===== src/include/aacc_pkg.sv =====
// constants, types and helpers shared by the aux converter control
package aacc_pkg;
   // register byte offsets on the apb slave
   localparam logic [11:0] REG_CTRL = 12'h000;
   localparam logic [11:0] REG_STATUS = 12'h004;
   localparam logic [11:0] REG_RESULT = 12'h008;
   localparam logic [11:0] REG_CUR_A = 12'h00C;
   localparam logic [11:0] REG_CUR_B = 12'h010;
   // control register fields
   localparam int CTRL_OSR_LSB = 0;
   localparam int CTRL_UNIPOLAR = 2;
   localparam logic [1:0] CTRL_OSR_RST = 2'h0;
   localparam logic CTRL_UNIPOLAR_RST = 1'b0;
   // status register fields
   localparam int STAT_BUSY = 0;
   localparam int STAT_CFGERR = 1;
   localparam int STAT_LEVEL_LSB = 4;
   // positive input select codes
   localparam logic [3:0] POS_EXT_LAST = 4'h7;
   localparam logic [3:0] POS_TEMP = 4'h8;
   localparam logic [3:0] POS_SHORT = 4'h9;
   localparam logic [3:0] POS_TESTDAC = 4'hA;
   // codes 4'hB to 4'hF pick attenuated supply rails
   localparam logic NEG_GROUND = 1'b0;
   localparam logic NEG_IN7 = 1'b1;
   // gain select codes
   localparam logic [1:0] GAIN_X1 = 2'h0;
   localparam logic [1:0] GAIN_X2 = 2'h1;
   localparam logic [1:0] GAIN_X4 = 2'h2;
   // timing: modulator runs at clk/2, sinc3 decimates by 64
   localparam int MOD_DIV = 2;
   localparam int SINC3_DEC = 64;
   localparam int WIN_CYC = MOD_DIV * SINC3_DEC;
   localparam int WIN_LSB = $clog2(WIN_CYC);
   localparam int SINC3_SETTLE = 3;
   localparam int SINC3_GAIN_LOG2 = 18;
   localparam int AUX_BITS = 16;
   localparam int CUR_BITS = 24;
   localparam int BUF_DEPTH = 2;
   // conversion lengths in main clock cycles
   localparam logic [11:0] CONV_OSR64 = 12'h180;
   localparam logic [11:0] CONV_OSR128 = 12'h200;
   localparam logic [11:0] CONV_OSR256 = 12'h300;
   localparam logic [11:0] CONV_OSR512 = 12'h500;
   localparam logic [15:0] AUX_MAX = 16'h7FFF;
   localparam logic [15:0] AUX_MIN = 16'h8000;
   localparam logic [15:0] AUX_ZERO = 16'h0000;
   localparam logic [23:0] CUR_MAX = 24'h7F_FFFF;
   localparam logic [23:0] CUR_MIN = 24'h80_0000;

   typedef struct packed {
      logic [3:0] posSel;
      logic negSel;
      logic [1:0] gainSel;
   } aacc_step_t;

   typedef struct packed {
      logic [3:0] pos;
      logic negIn7;
      logic extConnect;
      logic [1:0] gain;
      logic err;
   } aacc_route_t;

   typedef struct packed {
      logic signed [31:0] rawA;
      logic signed [31:0] rawB;
   } aacc_cur_t;

   function automatic logic [11:0] convCycles(input logic [1:0] osr);
      case (osr)
         2'h0: convCycles = CONV_OSR64;
         2'h1: convCycles = CONV_OSR128;
         2'h2: convCycles = CONV_OSR256;
         default: convCycles = CONV_OSR512;
      endcase
   endfunction

   function automatic logic [23:0] sat24(input logic signed [31:0] v);
      if (v > $signed({8'h00, CUR_MAX}))
         sat24 = CUR_MAX;
      else if (v < $signed({8'hFF, CUR_MIN}))
         sat24 = CUR_MIN;
      else
         sat24 = v[23:0];
   endfunction
endpackage


===== src/hdl/aacc_top.sv =====
// aux converter conversion control, mux routing and output coding
`timescale 1ns/100ps
// What this block does
// - current codes clip at full-scale limits
// - current codes are two's complement
// - per-step positive and negative input select
// - positive select offers external and internal sources
// - negative is ground or eighth input
// - internal source disconnects inputs, forces ground
// - per-step gain of one, two or four
// - unipolar results stay in positive code range
// - modulator clocked at half main clock
// - aux conversions only single-shot, sequencer-started
// - filter cleared at start, settled results only
// - oversampling select gives 64 to 512
// - ratio 64: sinc3, 384 cycles
// - higher ratios add sinc1 by 2, 4, 8
// - both current results delivered, 24 bits
module aacc_top (
   input wire logic clk, // main clock
   input wire logic nrst, // asynchronous reset, active low
   input wire logic psel, // apb select
   input wire logic penable, // apb access phase
   input wire logic pwrite, // apb direction
   input wire logic [11:0] paddr, // apb byte address
   input wire logic [31:0] pwdata, // apb write data
   output logic [31:0] prdata, // apb read data
   output logic pready, // apb ready
   output logic pslverr, // apb error on unmapped address
   input wire logic stepStart, // sequencer starts a step
   input wire aacc_pkg::aacc_step_t stepCfg, // step selects
   output logic stepReady, // a step may start
   input wire logic modBitPin, // modulator bitstream pin
   output logic modClkOut, // modulator clock, clk/2
   output aacc_pkg::aacc_route_t route, // mux and gain setting
   output logic resultStrobe, // one-cycle result done
   output logic [15:0] resData, // buffered aux result
   output logic resValid, // buffered result waiting
   input wire logic resReady, // reader takes result
   input wire logic curValid, // current filter words valid
   input wire aacc_pkg::aacc_cur_t curRaw, // unclipped current words
   output logic [23:0] curCodeA, // current code, channel a
   output logic [23:0] curCodeB, // current code, channel b
   output logic curCodeValid // current codes updated
);
   import aacc_pkg::*;

   typedef enum logic [1:0] {
      ST_IDLE = 2'b00,
      ST_CONV = 2'b01,
      ST_PUSH = 2'b10
   } aacc_state_t;

   logic [1:0] rstSh_r;
   logic nrstSync;
   logic modSync1_r, modSync2_r;
   aacc_state_t state_r, state_nxt;
   logic [11:0] cnt_r, convLen_r;
   logic [1:0] convOsr_r, osrSel_r;
   logic convUni_r, unipolar_r, cfgErr_r;
   logic signed [19:0] int1_r, int2_r, int3_r;
   logic signed [19:0] dly1_r, dly2_r, dly3_r;
   logic signed [19:0] comb1, comb2, comb3;
   logic signed [22:0] acc_r, accFinal, scaled;
   logic [15:0] result_r, resCode;
   logic startOk, modSample, winEdge, winSettled, convEnd;
   logic bufInReady;
   logic [1:0] bufLevel;
   logic apbWrite, apbRead, addrHit;
   aacc_route_t routeNew;

   // the whole design leaves reset on a synchronised edge
   always_ff @(posedge clk or negedge nrst) begin
      if (!nrst)
         rstSh_r <= 2'b00;
      else
         rstSh_r <= {rstSh_r[0], 1'b1};
   end
   assign nrstSync = rstSh_r[1];

   // bitstream comes from the analog side, so it is synchronised first
   always_ff @(posedge clk or negedge nrstSync) begin
      if (!nrstSync) begin
         modSync1_r <= 1'b0;
         modSync2_r <= 1'b0;
      end else begin
         modSync1_r <= modBitPin;
         modSync2_r <= modSync1_r;
      end
   end

   // mux routing from one step's selects
   function automatic aacc_route_t routeStep(input aacc_step_t s);
      aacc_route_t r;
      r = '0;
      r.pos = s.posSel;
      r.gain = s.gainSel;
      r.err = 1'b0;
      r.extConnect = 1'b1;
      r.negIn7 = s.negSel;
      // eighth input as negative excludes it as positive
      if (s.negSel == NEG_IN7 && s.posSel == POS_EXT_LAST) begin
         r.err = 1'b1;
         r.pos = POS_SHORT;
      end
      // internal sources drop inputs, ground negative
      if (r.pos > POS_EXT_LAST) begin
         r.extConnect = 1'b0;
         r.negIn7 = NEG_GROUND;
      end
      // gain one, two, four; reserved code falls back to one
      if (s.gainSel != GAIN_X1 && s.gainSel != GAIN_X2 &&
          s.gainSel != GAIN_X4) begin
         r.gain = GAIN_X1;
         r.err = 1'b1;
      end
      return r;
   endfunction
   assign routeNew = routeStep(stepCfg);

   // a conversion only starts on a sequencer strobe
   assign stepReady = (state_r == ST_IDLE) && bufInReady;
   assign startOk = stepStart && stepReady;

   // one modulator period is two clocks, sampled on the second
   assign modSample = (state_r == ST_CONV) && cnt_r[0] &&
                      (cnt_r < convLen_r);
   assign winEdge = (state_r == ST_CONV) && (cnt_r[WIN_LSB-1:0] == '0) &&
                    (cnt_r != '0);
   // only windows after sinc3 has settled feed the sinc1 sum
   assign winSettled = (cnt_r[11:WIN_LSB] >= (12-WIN_LSB)'(SINC3_SETTLE));
   // length from the latched oversampling select
   assign convEnd = (state_r == ST_CONV) && (cnt_r == convLen_r);

   always_comb begin
      state_nxt = state_r;
      unique case (state_r)
         ST_IDLE: begin
            if (startOk)
               state_nxt = ST_CONV;
         end
         ST_CONV: begin
            if (convEnd)
               state_nxt = ST_PUSH;
         end
         ST_PUSH: begin
            if (bufInReady)
               state_nxt = ST_IDLE;
         end
         default: state_nxt = ST_IDLE;
      endcase
   end

   always_ff @(posedge clk or negedge nrstSync) begin
      if (!nrstSync)
         state_r <= ST_IDLE;
      else
         state_r <= state_nxt;
   end

   // per-conversion settings are frozen at the start strobe
   always_ff @(posedge clk or negedge nrstSync) begin
      if (!nrstSync) begin
         cnt_r <= 12'h000;
         convLen_r <= CONV_OSR64;
         convOsr_r <= CTRL_OSR_RST;
         convUni_r <= CTRL_UNIPOLAR_RST;
         route <= '0;
         cfgErr_r <= 1'b0;
      end else if (startOk) begin
         cnt_r <= 12'h000;
         convLen_r <= convCycles(osrSel_r);
         convOsr_r <= osrSel_r;
         convUni_r <= unipolar_r;
         route <= routeNew;
         cfgErr_r <= routeNew.err;
      end else if (state_r == ST_CONV) begin
         cnt_r <= cnt_r + 12'h001;
      end
   end

   // modulator clock runs only while converting
   always_ff @(posedge clk or negedge nrstSync) begin
      if (!nrstSync)
         modClkOut <= 1'b0;
      else
         modClkOut <= (state_nxt == ST_CONV) && !modClkOut;
   end

   assign comb1 = int3_r - dly1_r;
   assign comb2 = comb1 - dly2_r;
   assign comb3 = comb2 - dly3_r;
   assign accFinal = acc_r + (winSettled ? 23'(comb3) : 23'sd0);

   // integrators and combs cleared at every start
   always_ff @(posedge clk or negedge nrstSync) begin
      if (!nrstSync) begin
         int1_r <= '0;
         int2_r <= '0;
         int3_r <= '0;
      end else if (startOk) begin
         int1_r <= '0;
         int2_r <= '0;
         int3_r <= '0;
      end else if (modSample) begin
         // wrap-around integrators are exact because the combs undo it
         int1_r <= int1_r + (modSync2_r ? 20'sd1 : -20'sd1);
         int2_r <= int2_r + int1_r;
         int3_r <= int3_r + int2_r;
      end
   end

   // sinc3 comb section, one output per 64 modulator samples
   always_ff @(posedge clk or negedge nrstSync) begin
      if (!nrstSync) begin
         dly1_r <= '0;
         dly2_r <= '0;
         dly3_r <= '0;
         acc_r <= '0;
      end else if (startOk) begin
         dly1_r <= '0;
         dly2_r <= '0;
         dly3_r <= '0;
         acc_r <= '0;
      end else if (winEdge) begin
         dly1_r <= int3_r;
         dly2_r <= comb1;
         dly3_r <= comb2;
         // sinc1 sums the settled sinc3 outputs
         acc_r <= accFinal;
      end
   end

   // gain of sinc3 and sinc1 is removed so full scale maps to 16 bits
   assign scaled = accFinal >>> (SINC3_GAIN_LOG2 - AUX_BITS + 1 + convOsr_r);

   always_comb begin
      if (scaled > $signed(23'(AUX_MAX)))
         resCode = AUX_MAX;
      else if (scaled < -$signed(23'(AUX_MAX)) - 23'sd1)
         resCode = AUX_MIN;
      else
         resCode = scaled[15:0];
      // unipolar results never go below zero
      if (convUni_r && resCode[15])
         resCode = AUX_ZERO;
   end

   always_ff @(posedge clk or negedge nrstSync) begin
      if (!nrstSync)
         result_r <= AUX_ZERO;
      else if (convEnd)
         result_r <= resCode;
   end

   // strobe marks the push; next step waits for the idle state
   assign resultStrobe = (state_r == ST_PUSH) && bufInReady;

   aacc_buf #(
      .WIDTH(AUX_BITS),
      .DEPTH(BUF_DEPTH)
   ) resBuf (
      .clk(clk),
      .nrstSync(nrstSync),
      .inValid(state_r == ST_PUSH),
      .inReady(bufInReady),
      .inData(result_r),
      .outValid(resValid),
      .outReady(resReady),
      .outData(resData),
      .level(bufLevel)
   );

   // current words clipped to 24-bit two's complement
   always_ff @(posedge clk or negedge nrstSync) begin
      if (!nrstSync) begin
         curCodeA <= 24'h00_0000;
         curCodeB <= 24'h00_0000;
         curCodeValid <= 1'b0;
      end else begin
         curCodeValid <= curValid;
         if (curValid) begin
            curCodeA <= sat24(curRaw.rawA);
            curCodeB <= sat24(curRaw.rawB);
         end
      end
   end

   // apb slave: no wait states, unmapped addresses answer with error
   assign pready = 1'b1;
   assign apbWrite = psel && penable && pwrite;
   assign apbRead = psel && !pwrite;
   always_comb begin
      unique case (paddr)
         REG_CTRL, REG_STATUS, REG_RESULT, REG_CUR_A, REG_CUR_B:
            addrHit = 1'b1;
         default: addrHit = 1'b0;
      endcase
   end
   assign pslverr = psel && penable && !addrHit;

   always_ff @(posedge clk or negedge nrstSync) begin
      if (!nrstSync) begin
         osrSel_r <= CTRL_OSR_RST;
         unipolar_r <= CTRL_UNIPOLAR_RST;
      end else if (apbWrite && paddr == REG_CTRL) begin
         osrSel_r <= pwdata[CTRL_OSR_LSB +: 2];
         unipolar_r <= pwdata[CTRL_UNIPOLAR];
      end
   end

   // read data is registered during setup so it is stable in access
   always_ff @(posedge clk or negedge nrstSync) begin
      if (!nrstSync) begin
         prdata <= 32'h0000_0000;
      end else if (apbRead && !penable) begin
         prdata <= 32'h0000_0000;
         unique case (paddr)
            REG_CTRL: begin
               prdata[CTRL_OSR_LSB +: 2] <= osrSel_r;
               prdata[CTRL_UNIPOLAR] <= unipolar_r;
            end
            REG_STATUS: begin
               prdata[STAT_BUSY] <= (state_r != ST_IDLE);
               prdata[STAT_CFGERR] <= cfgErr_r;
               prdata[STAT_LEVEL_LSB +: 2] <= bufLevel;
            end
            REG_RESULT: prdata[15:0] <= result_r;
            REG_CUR_A: prdata[23:0] <= curCodeA;
            REG_CUR_B: prdata[23:0] <= curCodeB;
            default: prdata <= 32'h0000_0000;
         endcase
      end
   end
endmodule


===== src/hdl/aacc_buf.sv =====
// small valid/ready buffer between the converter and its reader
`timescale 1ns/100ps
module aacc_buf #(
   parameter int WIDTH = 16,
   parameter int DEPTH = 2
) (
   input wire logic clk, // main clock
   input wire logic nrstSync, // synchronised reset, active low
   input wire logic inValid, // write request
   output logic inReady, // room for one more word
   input wire logic [WIDTH-1:0] inData, // word to store
   output logic outValid, // a word is waiting
   input wire logic outReady, // reader takes the word
   output logic [WIDTH-1:0] outData, // oldest word
   output logic [$clog2(DEPTH):0] level // words held
);
   localparam int PW = $clog2(DEPTH);
   logic [WIDTH-1:0] mem [DEPTH];
   logic [PW-1:0] wrPtr_r;
   logic [PW-1:0] rdPtr_r;
   logic [PW:0] count_r;
   logic doWr;
   logic doRd;

   assign inReady = (count_r < (PW+1)'(DEPTH));
   assign outValid = (count_r != '0);
   assign outData = mem[rdPtr_r];
   assign level = count_r;
   assign doWr = inValid && inReady;
   assign doRd = outValid && outReady;

   always_ff @(posedge clk) begin
      if (doWr)
         mem[wrPtr_r] <= inData;
   end

   always_ff @(posedge clk or negedge nrstSync) begin
      if (!nrstSync) begin
         wrPtr_r <= '0;
         rdPtr_r <= '0;
         count_r <= '0;
      end else begin
         if (doWr)
            wrPtr_r <= wrPtr_r + 1'b1;
         if (doRd)
            rdPtr_r <= rdPtr_r + 1'b1;
         count_r <= count_r + (PW+1)'(doWr) - (PW+1)'(doRd);
      end
   end
endmodule


===== config.mk =====
export PLATFORM = sky130hd
export DESIGN_NAME = aacc_top
export DESIGN_NICKNAME = d
export VERILOG_FILES = /design/src/include/aacc_pkg.sv /design/src/hdl/aacc_top.sv /design/src/hdl/aacc_buf.sv
export SDC_FILE = /design/constraint.sdc
export NUM_CORES = 1
export LEC_CHECK = 0
export ABC_AREA = 1
export BUFFER_PORTS_ARGS = -buffer_cell sky130_fd_sc_hd__buf_2
export CORE_MARGIN = 4
export CORE_UTILIZATION = 55
export CTS_CLUSTER_SIZE = 16
export DETAILED_ROUTE_END_ITERATION = 10
export PLACE_DENSITY_LB_ADDON = 0.15
export SETUP_SLACK_MARGIN = 0.05
export SLEW_MARGIN = 15
export SYNTH_ARGS = -nofsm -noshare
export SYNTH_HDL_FRONTEND = slang
export SYNTH_HIERARCHICAL = 1
export SYNTH_SLANG_ARGS = --single-unit
export TNS_END_PERCENT = 20

===== constraint.sdc =====
create_clock -name clk -period 10.1 [get_ports clk]
set_clock_uncertainty 0.2 [all_clocks]
set_input_delay 3.03 -clock clk [delete_from_list [all_inputs] [get_ports clk]]
set_output_delay 3.03 -clock clk [all_outputs]
set_load 0.005 [all_outputs]

# Word-level counts from Yosys, hierarchy flattened
# Memories as Yosys holds them, arrays and structs flattened.
# Cells that the tools add are included.
[totals]
reg_bits = 282
ram_bits = 32
input_bits = 124
output_inout_bits = 112
word_cells = 148
mem_count = 1
[classes]
add_sub_neg = 13
magnitude_cmp = 10
eq_ne = 13
shift = 1
muxes = 43
reduce_logical = 36
[memory_table]
columns = ["name", "depth", "width", "read_ports", "rd_clocked_by_memory_dff", "wr", "line_no", "text"]
rows = [
  ["resBuf.mem", 2, 16, 1, 0, 1, "aacc_buf.sv:18", "logic [WIDTH-1:0] mem [DEPTH];"],
]
[op_table]
columns = ["cell", "count"]
rows = [
  ["two-way mux 20 bit", 13],
  ["two-way mux 24 bit", 4],
  ["two-way mux 23 bit", 3],
  ["> comparator 32 x 24 -> 1 bit (second input constant)", 2],
  ["less-than comparator 32 x 24 -> 1 bit (second input constant)", 2],
  ["adder 20 bit", 3],
  ["subtractor 20 bit", 3],
  ["two-way mux 16 bit", 3],
  ["one-hot mux 11 bit (3 select lines)", 1],
  ["one-hot mux 10 bit (3 select lines)", 1],
  ["equality test 12 x 4 -> 1 bit (second input constant)", 2],
  ["two-way mux 12 bit", 2],
  ["adder 23 bit", 1],
  ["> comparator 23 x 16 -> 1 bit (second input constant)", 1],
  ["less-than comparator 23 x 16 -> 1 bit (second input constant)", 1],
  [">>> shifter 23 x 3 -> 23 bit", 1],
  ["logical AND 1 bit", 20],
  ["one-hot mux 8 bit (2 select lines)", 1],
  ["adder 12 x 1 -> 12 bit (second input constant)", 1],
  ["equality test 12 bit", 1],
  ["equality test 12 x 3 -> 1 bit (second input constant)", 1],
  ["equality test 12 x 5 -> 1 bit (second input constant)", 1],
  ["logical NOT 12 bit", 1],
  ["less-than comparator 12 bit", 1],
  ["other kinds (27)", 46],
]

# Logic depth before layout (Yosys ltp)
# Gate-level depths: netlist of the first run.
[depth]
word_depth = 11
ltp_mapped = 59
depth_no_buf = 58

# Cells and area by module
# The synthesis of the first run kept the hierarchy.
[by_module_without_submodules]
columns = ["module", "n_inst", "cells_each", "area_per_inst_um2", "seq_area_each_um2"]
rows = [
  ["aacc_top", 1, 2311, 17897.2, 6759.0],
  ["aacc_buf", 1, 107, 1387.6, 1061.0],
]

# Worst setup path after synthesis of the first run
# No wires, ideal clock.
[synth_timing]
path_kind = "input to output"
from = "input port paddr[11]"
to = "output port pslverr"
arrival_ps = 4352
required_ps = 6870
slack_ps = 2518
stages = 5
path_buffers = 1
path_cell_list = "nor4_1 > nand4_1 > clkbuf_1 > nand4_1 > nor3_1"
[synth_via]
elab_chain_len = 5
elab_cells_between_ends = 9
classes_between = "eq/ne: 4; mux: 1; reduce/logical: 4"
[synth_lines]
columns = ["element", "line_no", "text"]
rows = [
  ["start, declared", "aacc_top.sv:25", "input wire logic [11:0] paddr,"],
  ["equality test 12 x 5 -> 1 bit, or another cell as far along", "aacc_top.sv:294", "unique case (paddr)"],
  ["OR reduction 5 bit (*)", "aacc_top.sv:294", ""],
  ["two-way mux 1 bit (*)", "aacc_top.sv:294", ""],
  ["logical NOT 1 bit (*)", "aacc_top.sv:300", "assign pslverr = psel && penable && !addrHit;"],
  ["logical AND 1 bit (*)", "aacc_top.sv:300", ""],
  ["end, declared", "aacc_top.sv:29", "output logic pslverr,"],
]
# Every way passes the cells marked *; elsewhere a longest branch is shown, timed or not.

# Final worst setup path of the first run
# Ends and elaborated chain as after synthesis.

==> results.yml, run 1 <==
worst_setup_path:
  critPathMaxStageDelay_ns: 0.78
  reg2reg_from: "int3_r[0]"
  worstPathRequired_ns: 6.87
  r2r_setup_slack_ns: 1.85
  critPathMaxFanout: 16
  cp.arrival_ns: 5.20
  crit_start: "paddr[11]"
  path_class: "input pin to output port"
  endpoint: "pslverr"
  start_kind: "input pin"
  r2r-end: "result_r[2]"
  crit_family: "simple AND/OR/NAND/NOR gates"
  crit_buf_inv: 2
  path_depth: 6
  crit_chain: "buf_2 > nor4_1 > nand3_1 > nand4_1 > nor3_1 > buf_2"
  crit_path_frequent_cell: "buf_2"
  worst_setup_path_end_kind: "output port"
  r2r_cells: 51
  cp_slowest_cell: "nor4_1"
clock_tree:
  cts_buffer_depth: 3
  cts_buffers: 36
  clk_pin_slew_ns: 0.06
  post-cts-setup-buffer-count: 0
  cts_root_buf: "clkbuf_16"
  cts_resized: 0
  cts_sinks: 306
  clock_latency_ns: 0.53
  cts_tree: "yes"
  cts_max_level: 2
  cts_hold_buffers: 0
global_routing:
  grt_max_degree: 159
  grt-ovfl-total: 0
  antenna_found_initial: 3
  grt_usage: 0.247
  grt_pass1_vias: 16146
  grt_pass1_wl_mm: 79.7
drt:
  drt-pass1-iter-count: 5
  dr_total_vias: 16821
  dr.first_iter.drc_count: 921
  wl_per_cell_um: 15.7
  drc: 0
  vias_per_cell: 5.46
  route.antenna.remaining_nets: 0
  wirelength_mm: 48.3
floorplan:
  row_count: 68
  start_util: 0.558
  die_w_um: 195
  die_area_mm2: 0.0381
  io_pins: 236
  die_h_um: 195
  core_area_mm2: 0.0345
synth:
  yosys_warnings: 6
  yosys.area_share.simple: 0.187
  synth-compound-area-share: 0.174
  yosys.area.top_type: "dfrtp_1"
  synth_top_family_by_area: "simple AND/OR/NAND/NOR gates"
  synthAdderAreaFrac: 0.101
  synth_top_area_frac: 0.353
  synth_common_cells: "nand2_1 (530), inv_1 (367), dfrtp_1 (272), o21ai_0 (200), nor2_1 (148)"
  ys.flop_type: "dfrtp_1"
  synth_edf_count: 32
  synth_seq_cells: 306
  async_reset_ff_frac: 0.895
  yosysSeqAreaShare: 0.406
  yosysMostFrequentCell: "nand2_1"
  synth_xor_area_frac: 0.0340
  ys_types: 62
  synthesis.area_mm2: 0.0193
  yosys-top-cells-area: "dfrtp_1 (35%), nand2_1 (10%), ha_1 (9.4%), inv_1 (7.1%), o21ai_0 (5.2%)"
  netlist_instances: 2418
  syn_avg_cell_area_um2: 7.98
  muxShareOfSynthArea: 0.00435
sta:
  max_slew.worst_pin.slew_ns: 1.05
  rsz0062_at_grt: "false"
  min_period_ns: 8.43
  setup_viol_count_final: 0
  slew_headroom: 0.299
  drv_slew: 0
  period_share: 0.834
  hold_viol_final: 0
  fmax_ghz: 0.119
  fin_setup_tns_ns: 0
cells_and_area:
  drive_gt1_frac: 0.131
  synthToLayoutAreaGrowth_pct: 13.4
  nFillCells: 3014
  layout.nets: 2874
  multi_input_area_mm2: 0.00971
  final_util: 0.633
  ff_latch_area_mm2: 0.00782
placement:
  dp_hpwl_mm: 35.1
  port_buffers: 197
  globalplace.congestion: 0.912
outcome:
  outcome: "finished clean"
hold_path:
  worstHoldPathCells: 0
  hold_path_startpoint: "rstSh_r[0]"
  hold_class: "register to register"
run:
  maxCapViolCount: 0
## through the flow
| step | instances | worst slack [ns] | hold slack, ns | instance area (µm²) |
|---|---|---|---|---|
| final | 3082 | 1.67 | 0.149 | 21900 |
| after global routing | 3080 | 0.882 | 0.160 | 21900 |
| after CTS | 3078 | 1.66 | 0.149 | 21900 |
| after detailed placement | 3015 | 1.65 | 0.136 | 20600 |
| after global placement | 3015 | 1.69 | 0.133 | 20600 |
| after floorplan | 2426 | 1.70 | 0.131 | 19300 |
## logic make-up after synthesis
group	count (synthesis)
AND/OR/NAND/NOR	851
AO/OA/AOI/OAI	570
buffers and inverters	455
flip-flops	306
adder cells (fa/ha/maj)	152
XOR/XNOR	74
multiplexers	8
other	2
## state kept, by name, indices dropped and copies added, names as in the netlist, 4 cells and up
register    flops
int3_r         20
dly1_r         20
dly3_r         20
resBuf/mem     32
int1_r         20
route           8
acc_r          23
prdata         24
convLen_r       4
result_r       16
cnt_r          12
dly2_r         20
curCodeB       24
curCodeA       24
int2_r         20
## cell type report
| cell class | count | share of cell area |
|---|---|---|
| inverters | 375 | 0.0645 |
| repair buffers | 214 | 0.0515 |
| flip-flops and latches | 306 | 0.358 |
| diodes | 4 | 0.000458 |
| clock inverters | 16 | 0.00790 |
| multi-input cells | 1665 | 0.444 |
| clock buffers | 47 | 0.0477 |
| well taps | 455 | 0.0260 |
## worst min path at each step
stage | end | slack [ns]
5_1_grt | rstSh_r[1] | 0.16
3_5_place_dp | rstSh_r[1] | 0.14
6_report | rstSh_r[1] | 0.15
3_3_place_gp | rstSh_r[1] | 0.13
2_1_floorplan | modSync2_r | 0.13
4_1_cts | rstSh_r[1] | 0.15
## layout by cell type, fill, tap and decap left out, types with 28 or more instances in the layout
cell | Yosys | routed
a21oi_1 | 123 | 122
buf_2 | 0 | 197
clkbuf_16 | 0 | 37
dfrtp_1 | 272 | 271
edfxtp_1 | 32 | 32
ha_1 | 145 | 145
inv_1 | 367 | 367
nand2_1 | 530 | 528
nand3_1 | 67 | 67
nor2_1 | 148 | 148
nor3_1 | 29 | 28
o21ai_0 | 200 | 200
o22ai_1 | 120 | 120
xor2_1 | 53 | 53
## metal layers
layer  wire length (µm)  global-route usage  vias to the layer above
met5                 15                   0                        -
met1              21200               0.328                     7987
met2              23900               0.433                      350
met4               1050              0.0587                        2
li1                   -                   -                     8412
met3               2100              0.0295                       70
Power of run 1 is not shown: default switching activity piles up to over one toggle a cycle in this logic, so the estimate is an artifact.
==> run 2: changes to the inputs <==
Clock period 10.1 ns to 8.4 ns, I/O delays scaled along.
==> run 2 against run 1 <==
First-iteration DRC count grew 6.2%; critical path type is now register to register; clock-buffer cell count up 4; worst setup slack lost 1.1 ns; utilization rose by 0.60 points; highest routed layer is now met4; sequential share of layout area down 0.34 points; critical path depth grew 51; die area unchanged; sequential cell count did not move.
==> results.yml, run 2 (same netlist as run 1, synthesis figures left out) <==
worst_setup_path:
  reg2reg_from: "int3_r[0]"
  start_kind: "register"
  r2r_cells: 57
  crit_path_frequent_cell: "nand2_1"
  r2r_setup_slack_ns: 0.53
  cp_slowest_cell: "dfrtp_1"
  worstPathRequired_ns: 8.61
  cp.arrival_ns: 8.08
  path_class: "register to register"
  worst_setup_path_end_kind: "register"
  critPathMaxFanout: 7
  r2r-end: "result_r[1]"
  critPathMaxStageDelay_ns: 0.39
drt:
  wirelength_mm: 48.5
  wl_per_cell_um: 15.7
  route.antenna.remaining_nets: 0
  vias_per_cell: 5.47
  dr_total_vias: 16906
  drc: 0
  dr.first_iter.drc_count: 978
  drt-pass1-iter-count: 5
global_routing:
  grt_pass1_vias: 16370
  grt-ovfl-total: 0
  grt_pass1_wl_mm: 79.6
  grt_usage: 0.247
  antenna_found_initial: 1
  grt_max_degree: 72
sta:
  slew_headroom: 0.172
  drv_slew: 0
  fmax_ghz: 0.127
  hold_viol_final: 0
  setup_viol_count_final: 0
  period_share: 0.937
  max_slew.worst_pin.slew_ns: 1.24
  min_period_ns: 7.87
placement:
  globalplace.congestion: 0.889
  port_buffers: 197
  dp_hpwl_mm: 35.1
  dp.cells: 3018
clock_tree:
  clk_pin_slew_ns: 0.06
  cts_max_level: 2
  cts_sinks: 306
  cts_tree: "yes"
  clock_latency_ns: 0.52
  cts_buffers: 36
  cts_buffer_depth: 3
  cts_root_buf: "clkbuf_16"
outcome:
  outcome: "finished clean"
cells_and_area:
  stdcell_count: 3093
  synthToLayoutAreaGrowth_pct: 14.5
  top_register: "resBuf/mem"
  final_common_cell: "nand2_1"
  largest_reg_flops: 32
  layout.nets: 2887
  drive_gt1_frac: 0.141
  final_cell_mix: "nand2_1 (527), inv_1 (366), dfrtp_1 (271)"
floorplan:
  core_area_mm2: 0.0345
  die_area_mm2: 0.0381
  die_w_um: 195
  row_count: 68
  die_h_um: 195
  io_pins: 236
  start_util: 0.558
hold_path:
  min_to: "rstSh_r[1]"
  worstHoldPathCells: 0
  hold_class: "register to register"
  hold_path_startpoint: "rstSh_r[0]"
run:
  maxCapViolCount: 0
## run 2: routing by layer
layer	vias up	GRT usage	wire, µm
met5	-	0	0
met1	7971	0.326	21000
met2	399	0.434	23900
met3	100	0.0285	2140
li1	8436	-	-
met4	0	0.0709	1480
## run 2: layout make-up
| class | instances | area [µm²] |
|---|---|---|
| inverter | 375 | 1420 |
| timing repair buffer | 226 | 1220 |
| clock inverter | 13 | 139 |
| antenna | 1 | 2.50 |
| fill | 3031 | 12500 |
| multi-input combinational | 1666 | 9850 |
| clock buffer | 51 | 1060 |
| sequential | 306 | 7820 |
| tap | 455 | 569 |
## run 2: what timing repair did
| action | in CTS | in global routing |
|---|---|---|
| endpoints found under the setup margin | 0 | 15 |
| hold buffers | 1 | 0 |
| resized for setup | 0 | 32 |
| hold endpoints to repair | 10 | 0 |
| buffers inserted | 0 | 8 |
## run 2: worst max-delay path by stage
stage / from / to / slack (ns)
6_report: int3_r[0] / result_r[1] / 0.53
5_1_grt: int3_r[0] / result_r[10] / -0.09
4_1_cts: int3_r[0] / result_r[1] / 0.31
3_5_place_dp: int3_r[0] / result_r[1] / 0.39
3_3_place_gp: int3_r[0] / result_r[3] / 0.45
2_1_floorplan: int3_r[0] / result_r[12] / 1.36
## run 2: stage by stage
stage	hold WS [ns]	TNS, ns	instance area, µm²	util	setup slack, ns
6_report	0.146	0	22100	0.639	0.526
2_1_floorplan	0.131	0	19300	-	1.36
3_3_place_gp	-0.0408	0	20600	0.598	0.446
5_1_grt	0.159	-0.768	22100	0.639	-0.0911
3_5_place_dp	-0.0418	0	20600	0.598	0.394
4_1_cts	0.148	0	21900	0.633	0.307
## run 2: worst max-delay path: cells and delay by family, from the launching register on
family / cells / cell delay (ns)
xor gates and xnor gates: 2 / 0.48
adders and majority gates: 5 / 1.47
and+or+nand+nor: 27 / 2.40
DFF: 1 / 0.39
AOI/OAI and AO/OA: 16 / 2.33
buffers and inverters: 7 / 0.48
Power of run 2 is left out for the same reason.
